## config.mk

```make
export PLATFORM = sky130hd
export DESIGN_NAME = tbtsc_regs
export DESIGN_NICKNAME = d
export VERILOG_FILES = /design/src/core/tbtsc_pkg.sv /design/src/core/tbtsc_tune_mem.sv /design/src/core/tbtsc_regs.sv
export SDC_FILE = /design/constraint.sdc
export NUM_CORES = 1
export LEC_CHECK = 0
export BUFFER_PORTS_ARGS = -buffer_cell sky130_fd_sc_hd__buf_2
export CORE_ASPECT_RATIO = 2
export CORE_MARGIN = 5
export CORE_UTILIZATION = 52
export CTS_CLUSTER_DIAMETER = 200
export CTS_CLUSTER_SIZE = 40
export DETAILED_ROUTE_END_ITERATION = 8
export MAX_ROUTING_LAYER = met4
export PLACE_DENSITY = 0.76
export SLEW_MARGIN = 20
export SYNTH_ARGS = -nofsm -noshare
export SYNTH_HDL_FRONTEND = slang
export SYNTH_HIERARCHICAL = 1
export SYNTH_SLANG_ARGS = --single-unit
```

## constraint.sdc

```tcl
create_clock -name mclk -period 5.75 [get_ports mclk]
set_input_delay 0.575 -clock mclk [delete_from_list [all_inputs] [get_ports mclk]]
set_output_delay 0.575 -clock mclk [all_outputs]
set_load 0.02 [all_outputs]
```

## src/core/tbtsc_pkg.sv

```systemverilog
// Shared constants and types for the ten-meg status/control register block
package tbtsc_pkg;
   // Bus widths
   localparam int TBTSC_DATA_W = 16;
   localparam int TBTSC_ADDR_W = 16;

   // Register offsets from the I/O base
   localparam logic [15:0] OFF_PAGE_SELECT = 16'h00cc;
   localparam logic [15:0] OFF_PMD_CONTROL = 16'h00e4;
   localparam logic [15:0] OFF_TEN_MEG_STATUS_CONTROL = 16'h00e8;
   localparam logic [15:0] OFF_DSP_TUNING = 16'h00f4;
   localparam logic [15:0] OFF_SIGNAL_DETECT_TUNING = 16'h00f8;
   localparam logic [15:0] OFF_TEST_DATA_PORT = 16'h00fc;
   localparam logic [15:0] OFF_PHY_STATUS_SUMMARY = 16'h00b0;

   // Ten-meg status/control field positions
   localparam int TSC_LOOP_ON_BIT = 8;
   localparam int TSC_PULSE_SUPPRESS_BIT = 7;
   localparam int TSC_FORCE_LINK_BIT = 6;
   localparam int TSC_POL_OVERRIDE_BIT = 5;
   localparam int TSC_POL_FLAG_BIT = 4;
   localparam int TSC_AUTO_POL_OFF_BIT = 3;
   localparam int TSC_SQE_OFF_BIT = 1;
   localparam int TSC_GUARD_OFF_BIT = 0;

   // Reset value and writable bits of the ten-meg register
   localparam logic [15:0] TSC_RESET = 16'h0004;
   localparam logic [15:0] TSC_WMASK = 16'h01ef;

   // Phy status summary field positions
   localparam int PSS_POL_FLAG_BIT = 12;
   localparam int PSS_LINK_BIT = 2;

   // Tuning word store
   localparam int TUNE_WORDS = 5;
   localparam int TUNE_IDX_W = 3;
   localparam logic [15:0] TUNE_RESET = 16'h0000;
   localparam logic [2:0] IDX_PAGE_SELECT = 3'h0;
   localparam logic [2:0] IDX_PMD_CONTROL = 3'h1;
   localparam logic [2:0] IDX_DSP_TUNING = 3'h2;
   localparam logic [2:0] IDX_SIGNAL_DETECT_TUNING = 3'h3;
   localparam logic [2:0] IDX_TEST_DATA_PORT = 3'h4;

   // Host register access request
   typedef struct packed {
      logic rd;
      logic wr;
      logic [15:0] addr;
      logic [15:0] wdata;
   } tbtsc_req_t;

   // Control lines toward the ten-meg transceiver
   typedef struct packed {
      logic loop_en;
      logic link_pulse_off;
      logic link_good;
      logic pol_invert;
      logic auto_pol_en;
      logic sqe_test_en;
      logic guard_en;
   } tbtsc_ctl_t;
endpackage : tbtsc_pkg

```

## src/core/tbtsc_tune_mem.sv

```systemverilog
// Small word store for the tuning registers, registered read data
`timescale 1ns/1ps
module tbtsc_tune_mem #(
   parameter int WORDS = 5,
   parameter int WIDTH = 16,
   parameter int IDX_W = 3
) (
   // Clock and reset
   input wire logic mclk,
   input wire logic rst_n,
   // Write port
   input wire logic wr_en,
   input wire logic [IDX_W-1:0] wr_idx,
   input wire logic [WIDTH-1:0] wr_data,
   // Read port
   input wire logic [IDX_W-1:0] rd_idx,
   output logic [WIDTH-1:0] rd_data
);
   import tbtsc_pkg::*;

   // Refuse a store the index cannot reach
   if (WORDS < 1 || WORDS > (1 << IDX_W) || WIDTH != TBTSC_DATA_W) begin : g_chk
      $error("tbtsc_tune_mem: bad WORDS, WIDTH or IDX_W");
   end

   logic [WIDTH-1:0] mem_reg [WORDS]; // Stored words
   logic [WIDTH-1:0] rd_data_reg; // Read output flop
   logic [WIDTH-1:0] rd_data_next;

   // One storage word per entry
   for (genvar i = 0; i < WORDS; i++) begin : g_word
      logic [WIDTH-1:0] word_next;
      always_comb begin
         word_next = mem_reg[i];
         if (wr_en && wr_idx == IDX_W'(i)) begin
            word_next = wr_data;
         end
      end
      always_ff @(posedge mclk) begin
         if (!rst_n) begin
            mem_reg[i] <= TUNE_RESET;
         end else begin
            mem_reg[i] <= word_next;
         end
      end
   end

   // Read mux, out-of-range index reads zero
   always_comb begin
      rd_data_next = '0;
      if (int'(rd_idx) < WORDS) begin
         rd_data_next = mem_reg[rd_idx];
      end
   end

   // Read data register
   always_ff @(posedge mclk) begin
      if (!rst_n) begin
         rd_data_reg <= '0;
      end else begin
         rd_data_reg <= rd_data_next;
      end
   end

   assign rd_data = rd_data_reg;
endmodule : tbtsc_tune_mem

```

## src/core/tbtsc_regs.sv

```systemverilog
// Ten-meg status/control register, polarity flag and tuning registers
`timescale 1ns/1ps
//
// Contract
// - Bit 8 or basic-mode loopback enables loop
// - Bit 7 or override suppresses link pulses
// - Bit 6 or override forces good link
// - Bit 5 forces inverted receive polarity
// - Bit 4 latches high on inverted polarity
// - Flag mirrored in status; either read clears
// - Bit 3 disables automatic polarity correction
// - Bit 1 disables heartbeat in half-duplex ten
// - Heartbeat off at hundred or full duplex
// - Bit 0 disables the jabber guard
// - Registers decode at base plus offset
module tbtsc_regs (
   // Clock and reset
   input wire logic mclk,
   input wire logic rst_n,
   // Host register access
   input wire logic [15:0] io_base,
   input wire tbtsc_pkg::tbtsc_req_t io_req,
   output logic [15:0] io_rdata,
   output logic io_rvalid,
   // Transceiver and mode inputs
   input wire logic basic_mode_loopback,
   input wire logic external_ten_meg_link_override,
   input wire logic ten_meg_link_raw,
   input wire logic polarity_inverted_seen,
   input wire logic speed_100,
   input wire logic full_duplex,
   // Transceiver controls
   output tbtsc_pkg::tbtsc_ctl_t ctl_out
);
   import tbtsc_pkg::*;

   logic [15:0] off; // Offset from base
   logic hit_tsc; // Ten-meg register hit
   logic hit_pss; // Status summary hit
   logic tune_hit; // Tuning store hit
   logic [TUNE_IDX_W-1:0] tune_idx; // Tuning store index
   logic pol_clear; // Read clears the flag

   logic [15:0] tsc_reg; // Ten-meg control bits
   logic [15:0] tsc_next;
   logic pol_reg; // Latched polarity flag
   logic pol_next;

   logic [15:0] rdata_reg; // Local read data
   logic [15:0] rdata_next;
   logic rvalid_reg; // Read answer strobe
   logic rvalid_next;
   logic sel_tune_reg; // Answer comes from store
   logic sel_tune_next;

   tbtsc_ctl_t ctl_reg; // Registered controls
   tbtsc_ctl_t ctl_next;
   logic [15:0] tune_rdata; // Store read data

   // Address decode relative to the base
   always_comb begin
      off = io_req.addr - io_base;
      hit_tsc = (off == OFF_TEN_MEG_STATUS_CONTROL);
      hit_pss = (off == OFF_PHY_STATUS_SUMMARY);
      tune_hit = 1'b1;
      tune_idx = IDX_PAGE_SELECT;
      unique case (off)
         OFF_PAGE_SELECT: tune_idx = IDX_PAGE_SELECT;
         OFF_PMD_CONTROL: tune_idx = IDX_PMD_CONTROL;
         OFF_TEST_DATA_PORT: tune_idx = IDX_TEST_DATA_PORT;
         OFF_DSP_TUNING: tune_idx = IDX_DSP_TUNING;
         OFF_SIGNAL_DETECT_TUNING: begin
            tune_idx = IDX_SIGNAL_DETECT_TUNING;
         end
         // Not a tuning register
         default: tune_hit = 1'b0;
      endcase
   end

   // Tuning register store
   tbtsc_tune_mem #(
      .WORDS(TUNE_WORDS),
      .WIDTH(TBTSC_DATA_W),
      .IDX_W(TUNE_IDX_W)
   ) u_tune (
      .mclk(mclk),
      .rst_n(rst_n),
      .wr_en(io_req.wr && tune_hit),
      .wr_idx(tune_idx),
      .wr_data(io_req.wdata),
      .rd_idx(tune_idx),
      .rd_data(tune_rdata)
   );

   // Control register and polarity flag next state
   always_comb begin
      tsc_next = tsc_reg;
      if (io_req.wr && hit_tsc) begin
         // Unused and read-only bits keep zero
         tsc_next = io_req.wdata & TSC_WMASK;
      end
      pol_clear = io_req.rd && (hit_tsc || hit_pss);
      // A new detection wins over a clearing read
      pol_next = polarity_inverted_seen || (pol_reg && !pol_clear);
   end

   // Control register and flag state
   always_ff @(posedge mclk) begin
      if (!rst_n) begin
         tsc_reg <= TSC_RESET;
         pol_reg <= 1'b0;
      end else begin
         tsc_reg <= tsc_next;
         pol_reg <= pol_next;
      end
   end

   // Read answer next state
   always_comb begin
      rdata_next = '0;
      rvalid_next = io_req.rd;
      sel_tune_next = io_req.rd && tune_hit;
      if (io_req.rd && hit_tsc) begin
         rdata_next = tsc_reg;
         rdata_next[TSC_POL_FLAG_BIT] = pol_reg;
      end else if (io_req.rd && hit_pss) begin
         rdata_next[PSS_POL_FLAG_BIT] = pol_reg;
         rdata_next[PSS_LINK_BIT] = ctl_reg.link_good;
      end
   end

   // Read answer registers
   always_ff @(posedge mclk) begin
      if (!rst_n) begin
         rdata_reg <= '0;
         rvalid_reg <= 1'b0;
         sel_tune_reg <= 1'b0;
      end else begin
         rdata_reg <= rdata_next;
         rvalid_reg <= rvalid_next;
         sel_tune_reg <= sel_tune_next;
      end
   end

   assign io_rdata = sel_tune_reg ? tune_rdata : rdata_reg;
   assign io_rvalid = rvalid_reg;

   // Transceiver control next values
   always_comb begin
      ctl_next.loop_en = tsc_reg[TSC_LOOP_ON_BIT] || basic_mode_loopback;
      ctl_next.link_pulse_off = tsc_reg[TSC_PULSE_SUPPRESS_BIT]
         || external_ten_meg_link_override;
      ctl_next.link_good = tsc_reg[TSC_FORCE_LINK_BIT]
         || external_ten_meg_link_override || ten_meg_link_raw;
      ctl_next.pol_invert = tsc_reg[TSC_POL_OVERRIDE_BIT];
      ctl_next.auto_pol_en = !tsc_reg[TSC_AUTO_POL_OFF_BIT];
      // Heartbeat only in half-duplex ten-meg
      ctl_next.sqe_test_en = !tsc_reg[TSC_SQE_OFF_BIT]
         && !speed_100 && !full_duplex;
      ctl_next.guard_en = !tsc_reg[TSC_GUARD_OFF_BIT];
   end

   // Transceiver control registers
   always_ff @(posedge mclk) begin
      if (!rst_n) begin
         ctl_reg <= '0;
      end else begin
         ctl_reg <= ctl_next;
      end
   end

   assign ctl_out = ctl_reg;

   // Checks on the registered controls, polarity flag and read data
   a_loop_follow: assert property (@(posedge mclk) disable iff (!rst_n)
      $past(rst_n) |-> ctl_reg.loop_en ==
      ($past(tsc_reg[TSC_LOOP_ON_BIT]) || $past(basic_mode_loopback)))
      else $error("loop enable does not follow its sources");
   a_pulse_off: assert property (@(posedge mclk) disable iff (!rst_n)
      external_ten_meg_link_override |=> ctl_reg.link_pulse_off)
      else $error("link pulses not suppressed by override");
   a_link_forced: assert property (@(posedge mclk) disable iff (!rst_n)
      (tsc_reg[TSC_FORCE_LINK_BIT] && !ten_meg_link_raw) |=>
      ctl_reg.link_good)
      else $error("forced link not reported good");
   a_pol_force: assert property (@(posedge mclk) disable iff (!rst_n)
      $past(rst_n) |-> ctl_reg.pol_invert ==
      $past(tsc_reg[TSC_POL_OVERRIDE_BIT]))
      else $error("polarity override not applied");
   a_pol_latch: assert property (@(posedge mclk) disable iff (!rst_n)
      polarity_inverted_seen |=> pol_reg ##1
      (pol_reg || $past(pol_clear)))
      else $error("polarity flag not latched");
   a_pol_clear: assert property (@(posedge mclk) disable iff (!rst_n)
      (io_req.rd && hit_pss && !polarity_inverted_seen) |=>
      !pol_reg && io_rvalid)
      else $error("status read did not clear polarity flag");
   a_auto_pol: assert property (@(posedge mclk) disable iff (!rst_n)
      (tsc_reg[TSC_AUTO_POL_OFF_BIT] && $past(tsc_reg[TSC_AUTO_POL_OFF_BIT]))
      |-> !ctl_reg.auto_pol_en)
      else $error("auto polarity still enabled");
   a_sqe_gate: assert property (@(posedge mclk) disable iff (!rst_n)
      (speed_100 || full_duplex) |=> !ctl_reg.sqe_test_en)
      else $error("heartbeat on outside half-duplex ten");
   a_guard_ctl: assert property (@(posedge mclk) disable iff (!rst_n)
      $past(rst_n) |-> ctl_reg.guard_en ==
      !$past(tsc_reg[TSC_GUARD_OFF_BIT]))
      else $error("jabber guard control wrong");
   a_decode_read: assert property (@(posedge mclk) disable iff (!rst_n)
      (io_req.rd && hit_tsc) |=> io_rvalid &&
      io_rdata[15:5] == $past(tsc_reg[15:5]))
      else $error("ten-meg register read data wrong");
   a_unused_zero: assert property (@(posedge mclk) disable iff (!rst_n)
      tsc_reg[15:9] == 7'h00)
      else $error("unused control bits not zero");
endmodule : tbtsc_regs

```

======== Yosys cells after proc, flatten, opt, wreduce, memory -nomap -nowiden ========
Memory sizes are Yosys's and may differ from the RTL's. A register that Yosys moved wholly into a read port is not among the register bits.
Cells that the tools add are included.
storage, ports and cells
  register bits ........................... 28
  memory bits (writable) .................. 80
  input bits .............................. 58
  output and inout bits ................... 24
  memories ................................ 1
memory list
  memory          words  width  rd ports  clocked after Yosys merged registers in  wr ports  line                  text
  u_tune.mem_reg  5      16     1         1                                        5         tbtsc_tune_mem.sv:26  logic [WIDTH-1:0] mem_reg [WORDS];
operators by class
  add/subtract/negate cells ............... 1
  order comparisons ....................... 1
  equality and inequality tests ........... 16
  muxes and demuxes ....................... 17
  bitwise logic cells ..................... 7
  reduce and logical (&&, ||, !) cells .... 37
operators by type and width
  operator               number
  $mux W16               11
  $eq A16 B8 Y1 const B  7
  $sub A16 B16 Y16       1
  $logic_and A1 B1 Y1    14
  $reduce_and A2 Y1      7
  $pmux W3 S4            1
  $logic_not A1 Y1       7
  $eq A3 B2 Y1 const B   2
  $logic_or A1 B1 Y1     6
  $mux W1                5
  $ne A1 B1 Y1 const B   5
  $or A1 B1 Y1           5
  $reduce_or A5 Y1       1
  $eq A3 B1 Y1 const B   1
  $eq A3 B3 Y1 const B   1
  $logic_not A3 Y1       1
  $lt A3 B3 Y1 const B   1
  $reduce_or A3 Y1       1
  $not A1 Y1             2

======== Logic depth before layout (Yosys ltp) ========
  word-level depth ........................ 9
  mapped depth ............................ 17
  gate-level depth less buffers ........... 12

======== Hierarchy ========
The synthesis kept the hierarchy.
by module, submodules not included
  module          times used  cells each  area each (µm²)
  tbtsc_tune_mem  1           275         4072.7
  tbtsc_regs      1           286         2265.9

======== Least setup slack after synthesis ========
No wires, ideal clock.
  kind .................................... input-to-reg
  from .................................... in io_base[11]
  to ...................................... mem u_tune.mem_reg[2][0], enable pin
  arrival ................................. 5808 ps
  required time ........................... 5339 ps
  setup slack ............................. -469 ps
  cell stages on the path ................. 13
  buffers on the path ..................... 2
  cells stage by stage .................... inv_1 > ha_1 > buf_6 > and3_4 > and3b_1 > or4_1 > or4b_1 > or4_4 > or3_1 > buf_2 > nor4_1 > nand2b_2 > o21ai_0
RTL lines
  element          line                  text
  start, declared  tbtsc_regs.sv:21      input wire logic [15:0] io_base,
  end, declared    tbtsc_tune_mem.sv:26

==> impl_metrics.toml <==
[floorplanning]
fp.coreArea_sq_um = 12100
fp.dieH_um = 166
die_w_um = 88.1
rows = 57
die_area_sq_um = 14600
start_util_pct = 52.6
io_pins = 82

[layout]
finish.instance_area_sq_um = 7640
nNetsFinal = 732
synthToLayoutAreaGrowth_pct = 20.5
drive_above_1_share_pct = 28.1
largest_reg_flops = 80
antennaDiodeCount = 0
fillers = 923

[global_route]
grt_max_degree = 35
gr-usage-all-layers_pct = 24.3
grt_pass1_wl_um = 26100
grt-ovfl-total = 0
grt_pass1_vias = 5165
antenna_found_initial = 0

[sta]
finalCritPeriodShare_pct = 82.9
rsz0062_at_grt = "no"
period_needed_ps = 4760
worst_pin_slew_ps = 763
finalHoldViolations = 0
tns_ps = 0
finalSetupViolations = 0
finClkSkew_ps = 17.8
setup_slack_ps = 986
slew_headroom_pct = 48.3
maxSlewViolCount = 0
fmax_mhz = 210

[detailed_routing]
drt_iter0_markers = 238
wl_per_cell_um = 20.5
num_vias = 4821
drcViolationCount = 0
dr.pass1.iters = 5
vias_per_cell = 5.94
routed_wl_um = 16700
drtAntennaViolNets = 0

[clock_network]
clk_latency_ps = 460
cts.clk_slew.worst_paths_ps = 50
cts_root_buffer = "clkbuf_16"
numCtsBuffers = 25
cts_post_setup_buffers_inserted = 0
cts_resized = 0
cts_sinks = 124
cts_hold_buf = 0
cts_tree = "yes"
htree_levels = 4
clockBufferDepth = 3

[setup_path]
crit_chain = "buf_2 > inv_1 > ha_1 > and3_4 > and3b_1 > or4_1 > or4b_1 > or4_4 > or3_1 > nor3b_1 > nand2b_1 > o31ai_2 > buf_4"
cp-end-kind = "flop"
cp-start-kind = "input port"
path_class = "input port to flop"
cp.buffers_inverters = 3
cp_data_required_time_ps = 5880
cp_max_fo = 16
max_stage_delay_ps = 570
crit_family = "simple AND/OR/NAND/NOR gates"
r2r-end = "u_tune/rd_data[11]"
reg2reg_depth = 3
critPathArrivalTime_ps = 4890
rrSetupSlack_ps = 4740
reg2reg_from = "u_tune/mem_reg[3][11]"
cpMaxStageDelayCell = "or4_4"

[run_status]
status = "completed"

[placed_design]
post_dp_cell_area_sq_um = 6960
numPortBuffers = 81
dp_slack_ps = 556
place.gp.congestion = 1.04
dp_hpwl_um = 12100

[synthesis]
ys_seq_area_share_pct = 51.8
synth_cells = 561
syn_area_sq_um = 6340
yosysWarnings = 6
synth_edf_count = 80
synth-seq-cells = 124
synth_flop_cell = "edfxtp_1"
async_flop_share_pct = 0
synthDistinctLibCells = 69
syn_avg_cell_area_sq_um = 11.3
syn_nets = 634

[power]
power.total_mw = 2.43
p_leak_nw = 3.00
max-vdd-ir-drop_mv = 0.252
p_per_area_nw_per_um2 = 318

[hold_path]
holdPathStages = 2
min_to = "ctl_out[1]"
min_from = "full_duplex"
hold_class = "input port to flop"

[flow_run]
drv_cap = 0
[synthesized netlist by cell type (all sizes together) (6+ instances only)]
| library cell | instances | area share (%) |
|---|---|---|
| nand2b | 7 | 0.73 |
| nor2 | 16 | 1.1 |
| o21ai | 11 | 0.87 |
| a21oi | 15 | 1.2 |
| nor3 | 18 | 1.7 |
| nand2 | 31 | 1.8 |
| and2 | 89 | 9.1 |
| buf | 17 | 2.3 |
| a21o | 6 | 0.71 |
| inv | 27 | 1.6 |
| mux2i | 26 | 4.1 |
| dfxtp | 44 | 14 |
| clkbuf | 13 | 0.79 |
| a211oi | 20 | 2.4 |
| edfxtp | 80 | 38 |
| mux2 | 26 | 4.6 |
| o21a | 7 | 0.83 |
| nand4 | 6 | 0.59 |
| o22ai | 19 | 1.9 |
| ha | 15 | 3.0 |
[per-stage QoR]
step	instances	hold slack [ps]	utilization, %
global placement	779	456	57.7
finish	812	297	63.4
floorplan	561	414	-
detailed placement	779	445	57.7
global route	812	285	63.4
CTS	812	286	63.4
[kinds of logic (layout without fill, tap and decap cells)]
| group | count (synthesis) | count (layout) | share of synthesized area [%] |
|---|---|---|---|
| buffers and inverters | 57 | 161 | 4.70 |
| and+or+nand+nor | 203 | 203 | 19.7 |
| xor gates and xnor gates | 6 | 6 | 0.829 |
| muxes | 52 | 52 | 8.72 |
| AOI/OAI and AO/OA | 104 | 104 | 11.3 |
| DFF | 124 | 124 | 51.8 |
| adders and majority gates | 15 | 15 | 2.96 |
[area by class of cell]
| type | count | area [sq um] | share of cell area [%] |
|---|---|---|---|
| clock inverter | 5 | 46.3 | 0.606 |
| clock buffer | 28 | 637 | 8.34 |
| tap | 147 | 184 | 2.41 |
| sequential | 124 | 3280 | 43.0 |
| inverter | 27 | 101 | 1.33 |
| multi-input combinational | 380 | 2780 | 36.4 |
| timing repair buffer | 101 | 606 | 7.93 |
[cell usage in the layout, fill, tap and decap left out, drive strengths merged, types with 3 or more instances in the layout]
cell      n
nor2b     5
or3       3
nand3     4
mux2i    26
o31a      3
nor2     16
nand4     6
a21o      6
dfxtp    44
a21oi    15
o22ai    19
xnor2     4
nand2    31
inv      27
o21a      7
o21ai    11
ha       15
buf     101
nor3     18
edfxtp   80
nand2b    7
clkinv    4
mux2     26
and2     89
clkbuf   28
nor4      3
o31ai     5
or4       3
o211ai    4
a211oi   20
nor4b     3
[per-layer routing]
metal / wire length, um / share of wire (%) / vias to the layer above / global-route usage, %
met2: 9670 / 58 / 197 / 45.6
li1: - / - / 2241 / -
met1: 5400 / 32 / 2320 / 22.5
met3: 752 / 4.5 / 63 / 3.97
met4: 850 / 5.1 / 0 / 12.4
met5: 0 / 0 / - / -
[worst max path at each step]
stage,start,endpoint,depth (start not counted)
global route,io_base[10],u_tune/mem_reg[0][9],15
detailed placement,io_base[10],u_tune/mem_reg[0][12],13
global placement,io_base[10],u_tune/mem_reg[0][1],13
floorplan,io_base[11],u_tune/mem_reg[4][0],14
CTS,io_base[10],u_tune/mem_reg[0][2],13
finish,io_base[10],u_tune/mem_reg[0][2],13
[power by group]
group,total [mW],leakage [nW],switching [mW],internal (mW)
Combinational,0.233,1.54,0.144,0.0892
Clock,1.20,0.334,0.384,0.815
Sequential,0.997,1.12,0.0121,0.985
Total,2.43,3.00,0.540,1.89
(Power assumes the default switching activity.)
